<file path="src/hdl/dbw_defs.svh">
// Register numbers, field positions and codes of the break and watch unit.
// Assumes a word-wide register port addressed by register number.
//
// Contract
// Each control register holds an 8-bit thread enable field in bits 23:16 and a hit counts only for enabled threads.
// Bit 0 of each control register is the master enable and nothing triggers while it is clear.
// Instruction control bit 1 clear breaks on PC equal to the compare address and set breaks on PC different.
// There are four independent instruction breakpoints, each with its own control register.
// Each of four data watchpoints holds a first and a second 32-bit address writable in debug mode.
// Data control bit 2 set lets loads trigger the watchpoint and clear keeps loads from triggering it.
// Data control bit 1 clear needs conditions A and B, set needs A or B.
// Each of four resource watchpoints holds a 32-bit mask and a 32-bit value writable in debug mode.
// Resource control bit 1 clear fires on condition A and set fires on condition B.
// A satisfied enabled instruction breakpoint raises a debug interrupt on its thread; the unit drops hits while already halted in debug mode.
// A debug interrupt records cause 3, 4 or 5 for instruction, data or resource and the thread number.
// The index of the triggering comparator is recorded, the lowest one when several fire together.
// The effective address or the resource identifier of the trigger is captured for reading.
// Resource A is identifier AND mask equal to value AND mask, B its negation; data A and B compare to the two addresses.
// Reserved control bits read as zero and ignore writes, and control fields clear on reset.
`ifndef DBW_DEFS_SVH
`define DBW_DEFS_SVH
`define DBW_OFS_CAUSE 8'h15
`define DBW_OFS_DATA 8'h16
`define DBW_OFS_IB_ADDR 8'h30
`define DBW_OFS_IB_CTL 8'h40
`define DBW_OFS_DW_ADDR1 8'h50
`define DBW_OFS_DW_ADDR2 8'h60
`define DBW_OFS_DW_CTL 8'h70
`define DBW_OFS_RW_MASK 8'h80
`define DBW_OFS_RW_VALUE 8'h90
`define DBW_OFS_RW_CTL 8'h9c
`define DBW_OFS_IRQ_STAT 8'ha0
`define DBW_OFS_IRQ_MASK 8'ha1
`define DBW_BIT_EN 0
`define DBW_BIT_SENSE 1
`define DBW_BIT_LOAD 2
`define DBW_POS_THR 16
`define DBW_POS_IDX 16
`define DBW_POS_CTHR 8
`define DBW_IB_CTL_MASK 32'h00ff0003
`define DBW_DW_CTL_MASK 32'h00ff0007
`define DBW_RW_CTL_MASK 32'h00ff0003
`define DBW_CAUSE_WMASK 32'h0003ff07
`define DBW_CAUSE_IB 3'h3
`define DBW_CAUSE_DW 3'h4
`define DBW_CAUSE_RW 3'h5
`define DBW_RST_WORD 32'h00000000
`endif

</file>
<file path="src/hdl/dbw_pkg.sv">
// Types of the break and watch unit.
// Assumes the constants header is included by each design file.
package dbw_pkg;
  typedef enum logic [1:0] {DBW_RUN = 2'b01, DBW_HALT = 2'b10} dbw_state_type;
  typedef logic [31:0] dbw_word_type;
  typedef logic [2:0] dbw_thread_type;
endpackage : dbw_pkg

</file>
<file path="src/hdl/dbw_unit.sv">
// Breakpoint and watchpoint comparators with debug interrupt capture.
// Assumes core inputs and the register port are on REF_CLK.
`timescale 1ns/10ps
`include "dbw_defs.svh"
module dbw_unit (
  input wire logic REF_CLK,
  input wire logic RST,
  input wire logic [7:0] ADDR,
  input wire dbw_pkg::dbw_word_type WDATA,
  input wire logic WR,
  input wire logic RD,
  output dbw_pkg::dbw_word_type RDATA,
  input wire logic PC_VALID,
  input wire dbw_pkg::dbw_word_type PC,
  input wire dbw_pkg::dbw_thread_type PC_THREAD,
  input wire logic MEM_VALID,
  input wire dbw_pkg::dbw_word_type MEM_ADDR,
  input wire logic MEM_LOAD,
  input wire dbw_pkg::dbw_thread_type MEM_THREAD,
  input wire logic RES_VALID,
  input wire dbw_pkg::dbw_word_type RES_ID,
  input wire dbw_pkg::dbw_thread_type RES_THREAD,
  output logic DBG_INT,
  output logic DBG_MODE,
  output dbw_pkg::dbw_thread_type DBG_THREAD,
  output logic INT_OUT
);
  import dbw_pkg::*;

  function automatic logic [1:0] low_idx(input logic [3:0] h);
    low_idx = h[0] ? 2'h0 : h[1] ? 2'h1 : h[2] ? 2'h2 : 2'h3;
  endfunction : low_idx

  function automatic logic armed(input dbw_word_type c, input dbw_thread_type t);
    armed = c[`DBW_BIT_EN] & c[`DBW_POS_THR + 32'(t)];
  endfunction : armed

  dbw_word_type ib_addr_reg [4];
  dbw_word_type ib_ctl_reg [4];
  dbw_word_type dw_a1_reg [4];
  dbw_word_type dw_a2_reg [4];
  dbw_word_type dw_ctl_reg [4];
  dbw_word_type rw_mask_reg [4];
  dbw_word_type rw_val_reg [4];
  dbw_word_type rw_ctl_reg [4];
  dbw_word_type ib_addr_next [4];
  dbw_word_type ib_ctl_next [4];
  dbw_word_type dw_a1_next [4];
  dbw_word_type dw_a2_next [4];
  dbw_word_type dw_ctl_next [4];
  dbw_word_type rw_mask_next [4];
  dbw_word_type rw_val_next [4];
  dbw_word_type rw_ctl_next [4];
  dbw_word_type cause_reg;
  dbw_word_type cause_next;
  dbw_word_type data_reg;
  dbw_word_type data_next;
  dbw_word_type rdata_reg;
  dbw_word_type rdata_next;
  logic [2:0] stat_reg;
  logic [2:0] stat_next;
  logic [2:0] mask_reg;
  logic [2:0] mask_next;
  logic irq_reg;
  logic irq_next;
  logic int_reg;
  logic int_next;
  dbw_thread_type thr_reg;
  dbw_thread_type thr_next;
  dbw_state_type state_reg;
  dbw_state_type state_next;
  logic [3:0] ib_hit;
  logic [3:0] dw_hit;
  logic [3:0] rw_hit;
  logic [2:0] ev;
  logic cond_a;
  logic cond_b;

  // Comparators
  always_comb begin
    cond_a = 1'b0;
    cond_b = 1'b0;
    for (int i = 0; i < 4; i++) begin
      // Four breakpoints
      // PC compare, sense
      ib_hit[i] = PC_VALID && armed(ib_ctl_reg[i], PC_THREAD) &&
                  ((PC == ib_addr_reg[i]) ^ ib_ctl_reg[i][`DBW_BIT_SENSE]);
      // Data conditions
      cond_a = MEM_ADDR == dw_a1_reg[i];
      cond_b = MEM_ADDR == dw_a2_reg[i];
      // And or or, loads gated, armed
      dw_hit[i] = MEM_VALID && armed(dw_ctl_reg[i], MEM_THREAD) &&
                  (!MEM_LOAD || dw_ctl_reg[i][`DBW_BIT_LOAD]) &&
                  (dw_ctl_reg[i][`DBW_BIT_SENSE] ? (cond_a | cond_b) : (cond_a & cond_b));
      // Masked resource compare, A or B
      rw_hit[i] = RES_VALID && armed(rw_ctl_reg[i], RES_THREAD) &&
                  (((RES_ID & rw_mask_reg[i]) == (rw_val_reg[i] & rw_mask_reg[i])) ^
                   rw_ctl_reg[i][`DBW_BIT_SENSE]);
    end
    ev = {|rw_hit, |dw_hit, |ib_hit};
  end

  // Registers, capture and state
  always_comb begin
    ib_addr_next = ib_addr_reg;
    ib_ctl_next = ib_ctl_reg;
    dw_a1_next = dw_a1_reg;
    dw_a2_next = dw_a2_reg;
    dw_ctl_next = dw_ctl_reg;
    rw_mask_next = rw_mask_reg;
    rw_val_next = rw_val_reg;
    rw_ctl_next = rw_ctl_reg;
    cause_next = cause_reg;
    data_next = data_reg;
    stat_next = stat_reg;
    mask_next = mask_reg;
    thr_next = thr_reg;
    state_next = state_reg;
    irq_next = 1'b0;
    rdata_next = `DBW_RST_WORD;
    if (WR) begin
      case (ADDR)
        `DBW_OFS_CAUSE: begin
          cause_next = WDATA & `DBW_CAUSE_WMASK;
          // Writing the cause register ends the debug session
          state_next = DBW_RUN;
        end
        `DBW_OFS_DATA: data_next = WDATA;
        `DBW_OFS_IRQ_STAT: stat_next = stat_reg & ~WDATA[2:0];
        `DBW_OFS_IRQ_MASK: mask_next = WDATA[2:0];
        default: begin
          // Address, mask and value words
          // Reserved bits dropped
          case ({ADDR[7:2], 2'h0})
            `DBW_OFS_IB_ADDR: ib_addr_next[ADDR[1:0]] = WDATA;
            `DBW_OFS_IB_CTL: ib_ctl_next[ADDR[1:0]] = WDATA & `DBW_IB_CTL_MASK;
            `DBW_OFS_DW_ADDR1: dw_a1_next[ADDR[1:0]] = WDATA;
            `DBW_OFS_DW_ADDR2: dw_a2_next[ADDR[1:0]] = WDATA;
            `DBW_OFS_DW_CTL: dw_ctl_next[ADDR[1:0]] = WDATA & `DBW_DW_CTL_MASK;
            `DBW_OFS_RW_MASK: rw_mask_next[ADDR[1:0]] = WDATA;
            `DBW_OFS_RW_VALUE: rw_val_next[ADDR[1:0]] = WDATA;
            `DBW_OFS_RW_CTL: rw_ctl_next[ADDR[1:0]] = WDATA & `DBW_RW_CTL_MASK;
            default: ;
          endcase
        end
      endcase
    end
    if (RD) begin
      case (ADDR)
        `DBW_OFS_CAUSE: rdata_next = cause_reg;
        `DBW_OFS_DATA: rdata_next = data_reg;
        `DBW_OFS_IRQ_STAT: rdata_next = {29'h0, stat_reg};
        `DBW_OFS_IRQ_MASK: rdata_next = {29'h0, mask_reg};
        default: begin
          case ({ADDR[7:2], 2'h0})
            `DBW_OFS_IB_ADDR: rdata_next = ib_addr_reg[ADDR[1:0]];
            `DBW_OFS_IB_CTL: rdata_next = ib_ctl_reg[ADDR[1:0]];
            `DBW_OFS_DW_ADDR1: rdata_next = dw_a1_reg[ADDR[1:0]];
            `DBW_OFS_DW_ADDR2: rdata_next = dw_a2_reg[ADDR[1:0]];
            `DBW_OFS_DW_CTL: rdata_next = dw_ctl_reg[ADDR[1:0]];
            `DBW_OFS_RW_MASK: rdata_next = rw_mask_reg[ADDR[1:0]];
            `DBW_OFS_RW_VALUE: rdata_next = rw_val_reg[ADDR[1:0]];
            `DBW_OFS_RW_CTL: rdata_next = rw_ctl_reg[ADDR[1:0]];
            default: rdata_next = `DBW_RST_WORD;
          endcase
        end
      endcase
    end
    // Hits while halted are dropped so the captured cause stays stable
    case (state_reg)
      DBW_RUN: begin
        if (|ev) begin
          irq_next = 1'b1;
          state_next = DBW_HALT;
          // Cause and thread, instruction first
          // Lowest index
          if (ev[0]) begin
            cause_next = {14'h0, low_idx(ib_hit), 5'h0, PC_THREAD, 5'h0, `DBW_CAUSE_IB};
            thr_next = PC_THREAD;
          end else if (ev[1]) begin
            cause_next = {14'h0, low_idx(dw_hit), 5'h0, MEM_THREAD, 5'h0, `DBW_CAUSE_DW};
            thr_next = MEM_THREAD;
            // Effective address
            data_next = MEM_ADDR;
          end else begin
            cause_next = {14'h0, low_idx(rw_hit), 5'h0, RES_THREAD, 5'h0, `DBW_CAUSE_RW};
            thr_next = RES_THREAD;
            // Resource identifier
            data_next = RES_ID;
          end
        end
      end
      DBW_HALT: ;
      default: state_next = DBW_RUN;
    endcase
    // Set wins over a clear in the same cycle
    if (state_reg == DBW_RUN) begin
      stat_next = stat_next | ev;
    end
    int_next = |(stat_next & mask_next);
  end

  // Control fields clear on reset
  always_ff @(posedge REF_CLK or posedge RST) begin
    if (RST) begin
      for (int i = 0; i < 4; i++) begin
        ib_addr_reg[i] <= `DBW_RST_WORD;
        ib_ctl_reg[i] <= `DBW_RST_WORD;
        dw_a1_reg[i] <= `DBW_RST_WORD;
        dw_a2_reg[i] <= `DBW_RST_WORD;
        dw_ctl_reg[i] <= `DBW_RST_WORD;
        rw_mask_reg[i] <= `DBW_RST_WORD;
        rw_val_reg[i] <= `DBW_RST_WORD;
        rw_ctl_reg[i] <= `DBW_RST_WORD;
      end
      cause_reg <= `DBW_RST_WORD;
      data_reg <= `DBW_RST_WORD;
      rdata_reg <= `DBW_RST_WORD;
      stat_reg <= 3'h0;
      mask_reg <= 3'h0;
      thr_reg <= 3'h0;
      irq_reg <= 1'b0;
      int_reg <= 1'b0;
      state_reg <= DBW_RUN;
    end else begin
      ib_addr_reg <= ib_addr_next;
      ib_ctl_reg <= ib_ctl_next;
      dw_a1_reg <= dw_a1_next;
      dw_a2_reg <= dw_a2_next;
      dw_ctl_reg <= dw_ctl_next;
      rw_mask_reg <= rw_mask_next;
      rw_val_reg <= rw_val_next;
      rw_ctl_reg <= rw_ctl_next;
      cause_reg <= cause_next;
      data_reg <= data_next;
      rdata_reg <= rdata_next;
      stat_reg <= stat_next;
      mask_reg <= mask_next;
      thr_reg <= thr_next;
      irq_reg <= irq_next;
      int_reg <= int_next;
      state_reg <= state_next;
    end
  end

  assign RDATA = rdata_reg;
  assign DBG_INT = irq_reg;
  // Halt code is bit 1 of the one-hot state, so the pin comes straight from a flop
  assign DBG_MODE = state_reg[1];
  assign DBG_THREAD = thr_reg;
  assign INT_OUT = int_reg;

  master_enable_a: assert property (@(posedge REF_CLK) disable iff (RST)
    !ib_ctl_reg[0][0] |-> !ib_hit[0]) else $error("disabled breakpoint fired");
  thread_enable_a: assert property (@(posedge REF_CLK) disable iff (RST)
    !dw_ctl_reg[1][16 + 32'(MEM_THREAD)] |-> !dw_hit[1]) else $error("thread not enabled yet hit");
  sense_invert_a: assert property (@(posedge REF_CLK) disable iff (RST)
    PC_VALID && ib_ctl_reg[0][1] && PC == ib_addr_reg[0] |-> !ib_hit[0]) else $error("inverted sense hit on equal");
  load_gate_a: assert property (@(posedge REF_CLK) disable iff (RST)
    MEM_LOAD && !dw_ctl_reg[0][2] |-> !dw_hit[0]) else $error("load hit while loads off");
  int_taken_a: assert property (@(posedge REF_CLK) disable iff (RST)
    state_reg == DBW_RUN && ib_hit != 4'h0 |=> DBG_INT && DBG_MODE ##1 !DBG_INT) else $error("no debug interrupt");
  cause_code_a: assert property (@(posedge REF_CLK) disable iff (RST)
    state_reg == DBW_RUN && ev == 3'h4 |=> cause_reg[2:0] == 3'h5 && DBG_THREAD == $past(RES_THREAD))
    else $error("wrong resource cause");
  low_index_a: assert property (@(posedge REF_CLK) disable iff (RST)
    state_reg == DBW_RUN && ev == 3'h1 && ib_hit == 4'hc |=> cause_reg[17:16] == 2'h2)
    else $error("wrong comparator index");
  data_capture_a: assert property (@(posedge REF_CLK) disable iff (RST)
    state_reg == DBW_RUN && ev == 3'h2 |=> data_reg == $past(MEM_ADDR)) else $error("address not captured");
endmodule : dbw_unit

</file>
<file path="config.mk">
export PLATFORM = sky130hd
export DESIGN_NAME = dbw_unit
export DESIGN_NICKNAME = d
export VERILOG_FILES = /design/src/hdl/dbw_pkg.sv /design/src/hdl/dbw_unit.sv
export VERILOG_INCLUDE_DIRS = /design/src /design/src/hdl
export SDC_FILE = /design/constraint.sdc
export NUM_CORES = 2
export LEC_CHECK = 0
export BUFFER_PORTS_ARGS = -buffer_cell sky130_fd_sc_hd__buf_2
export CORE_ASPECT_RATIO = 1.75
export CORE_UTILIZATION = 47
export CTS_BUF_LIST = sky130_fd_sc_hd__clkbuf_8
export CTS_CLUSTER_DIAMETER = 30
export DETAILED_ROUTE_END_ITERATION = 10
export PLACE_DENSITY_LB_ADDON = 0.25
export SYNTH_ARGS = -nofsm -noshare
export SYNTH_HDL_FRONTEND = slang
export SYNTH_SLANG_ARGS = --single-unit
</file>
<file path="constraint.sdc">
create_clock -name REF_CLK -period 38.6 [get_ports REF_CLK]
set_clock_uncertainty 0.05 [all_clocks]
set_input_delay 7.72 -clock REF_CLK [delete_from_list [all_inputs] [get_ports REF_CLK]]
set_output_delay 7.72 -clock REF_CLK [all_outputs]
set_load 0.05 [all_outputs]
</file>
==> metrics.yaml <==
placed_design:
  place_congestion: 0.9764
  place_inst: 4648
  port-buffer-count: 190
  postPlaceCellArea_um2: 48020
  hpwl_um: 124500
  post-place-ws_ns: 26.11
timing:
  min_period_over_period_pct: 30.70
  finalSetupViolations: 0
  fin_tns_setup_ns: 0
  fin_ws_ns: 26.75
  rsz0062_at_grt: "no"
  finalMaxSlewViolations: 0
  worst_pin_slew_ns: 1.256
  max_freq_ghz: 0.08438
  fin_crit_ns: 11.85
  maxSlewHeadroom_pct: 15.46
  hold_viol: 0
setup_path:
  timing.rr.start: "rw_val_reg[80]$_DFFE_PP0P_"
  reg2reg_setup_slack_ns: 33.40
  crit_arrival_ns: 12.59
  start_kind: "primary input"
  end_kind: "flop"
  crit_type: "primary input to flop"
  rr_endpoint: "cause_reg[26]$_DFF_PP0_"
  crit_required_ns: 39.34
  crit_fanout: 53
  reg2reg_depth: 10
floorplanning:
  core_um2: 97110
  rows: 151
  start_util_pct: 47.57
  die_y_um: 416.7
  dieArea_um2: 99600
  ios: 191
  fp.dieW_um: 239.0
layout:
  final_design_area_no_fill_um2: 51140
  stdcell_count: 4916
  drive_gt1_share_pct: 41.14
  area_growth_pct: 10.71
  final_nets: 3654
yosys:
  synth_cells: 3421
  async_flop_share_pct: 100.0
  synth_enable_flop_cells: 0
  synth_top_family_by_area: "multiplexers"
  synth_area_per_cell_um2: 13.50
  ys_seq_area_share_pct: 47.29
  syn_area_um2: 46200
  synth_mux_area_share_pct: 30.59
  synth-simple-area-share_pct: 3.738
  synth.distinct_cells: 67
  syn-num-nets: 3576
  synthFlopType: "dfrtp_1"
  synthAdderAreaFrac_pct: 0.05417
  ys_warn_count: 0
  synth_compound_area_share_pct: 5.701
  ys_seq_elements: 873
  synth-xor-area-share_pct: 9.764
clock_tree:
  numCtsBuffers: 149
  cts_sinks: 873
  cts_max_level: 4
  cts.path.max_buffers: 3
  root_buffer: "clkbuf_8"
  clk_latency_ns: 0.88
  cts_resized: 0
  tritoncts: "done"
  ctsHoldBuffers: 0
  cts_setup_buffers: 0
  path_clk_slew_ns: 0.06
global_route:
  antenna_found_initial: 25
  grt_max_degree: 163
  gr-total-overflow: 0
  grt_pass1_vias: 32965
  grt_pass1_wl_um: 246000
  grt_usage_pct: 35.38
min_path:
  worstHoldPathType: "flop to flop"
  holdPathStages: 1
  hp-start: "cause_reg[27]$_DFF_PP0_"
  holdPathEnd: "cause_reg[27]$_DFF_PP0_"
power_and_ir_drop:
  p_leak_nw: 23.71
  ir_worst_vdd_mv: 0.03395
  power.density_nw_per_um2: 42.51
flow_run:
  maxCapViolCount: 0
detailed_routing:
  via_count: 31686
  wl_um: 172700
  routed_via_density: 6.445
  drtIter0Drc: 2913
  post-route-drc-count: 0
  wl_per_cell_um: 35.13
  antenna_left: 0
  first_pass_iters: 6
outcome:
  status: "finished, final reports clean"
worst max-delay path by stage:
stage                     from                 endpoint  slack, ns
floorplan                  RST        DBG_INT$_DFF_PP0_       6.30
finish              RES_ID[16]  cause_reg[26]$_DFF_PP0_      26.75
detailed placement  RES_ID[16]  cause_reg[26]$_DFF_PP0_      26.11
global route        RES_ID[16]  cause_reg[23]$_DFF_PP0_      26.88
CTS                 RES_ID[16]  cause_reg[26]$_DFF_PP0_      27.02
global placement    RES_ID[16]  cause_reg[22]$_DFF_PP0_      26.12
layer usage:
layer / track usage (%) / part of all wire (%)
met1: 39.88 / 35
met2: 58.19 / 49
met3: 7.479 / 6.9
met4: 27.66 / 9.2
met5: 0 / 0.067
stage by stage:
step | total power, mW | hold WS (ns) | util, %
after floorplan | 1.189 | 0.4024 | -
after global placement | 1.296 | 0.4182 | 49.45
after detailed placement | 1.300 | 0.4209 | 49.45
after CTS | 2.181 | 0.4399 | 52.63
after global routing | 2.240 | 0.4451 | 52.65
final | 2.174 | 0.4396 | 52.66
critical path: stages:
cell	delay [ns]
buf_2	0.18
xor2_1	0.18
a22oi_1	0.64
nand4_1	0.48
nor4_1	1.10
mux2i_1	0.42
nand2_1	0.21
o41a_2	0.50
buf_4	0.34
a21oi_4	0.53
and2_1	0.21
area by class of cell:
class | count | area (µm²)
Clock buffer | 179 | 2464
Multi-Input combinational cell | 2220 | 23120
Timing Repair Buffer | 242 | 1374
Fill cell | 8485 | 45970
Antenna cell | 14 | 35.03
Tap cell | 1300 | 1627
Clock inverter | 75 | 624.3
Inverter | 13 | 56.30
Sequential cell | 873 | 21850
power by group:
part / internal [mW] / total, mW / switching (mW)
logic: 0.109 / 0.277 / 0.167
registers: 0.966 / 1.01 / 0.0463
clock network: 0.482 / 0.885 / 0.404
cells in the final DEF, fill, tap and decap left out, types with 30 or more instances in the layout:
| cell type | instances |
|---|---|
| xor2_1 | 193 |
| buf_4 | 51 |
| a22o_1 | 46 |
| mux2i_1 | 64 |
| buf_2 | 188 |
| a31oi_1 | 36 |
| inv_1 | 42 |
| nor2_1 | 30 |
| xnor2_1 | 322 |
| mux2_2 | 771 |
| a22oi_1 | 117 |
| mux4_2 | 211 |
| nand4_1 | 105 |
| dfrtp_1 | 872 |
| clkbuf_8 | 179 |
| nor4_1 | 36 |
| nand2_1 | 59 |
| o2bb2ai_1 | 33 |
cells by family after synthesis:
kind of cell	Yosys count
multiplexers	1051
AND/OR/NAND/NOR	318
buffers and inverters	328
flip-flops	873
adder cells (fa/ha/maj)	2
XOR/XNOR	515
AO/OA/AOI/OAI	334
cell usage after synthesis, drive strengths merged (33+ instances only):
| library cell | n | area, µm² |
|---|---|---|
| mux2 | 776 | 8738 |
| nand2 | 69 | 259.0 |
| a31oi | 36 | 225.2 |
| mux2i | 64 | 640.6 |
| xnor2 | 322 | 2820 |
| a22o | 46 | 402.9 |
| a22oi | 117 | 878.3 |
| nor4 | 37 | 231.5 |
| o2bb2ai | 33 | 289.0 |
| clkbuf | 176 | 660.6 |
| nand4 | 105 | 656.9 |
| mux4 | 211 | 4752 |
| buf | 139 | 613.1 |
| dfrtp | 872 | 21820 |
| xor2 | 193 | 1690 |
| nor2 | 34 | 127.6 |
No activity file was read; power rests on OpenSTA's default activity.
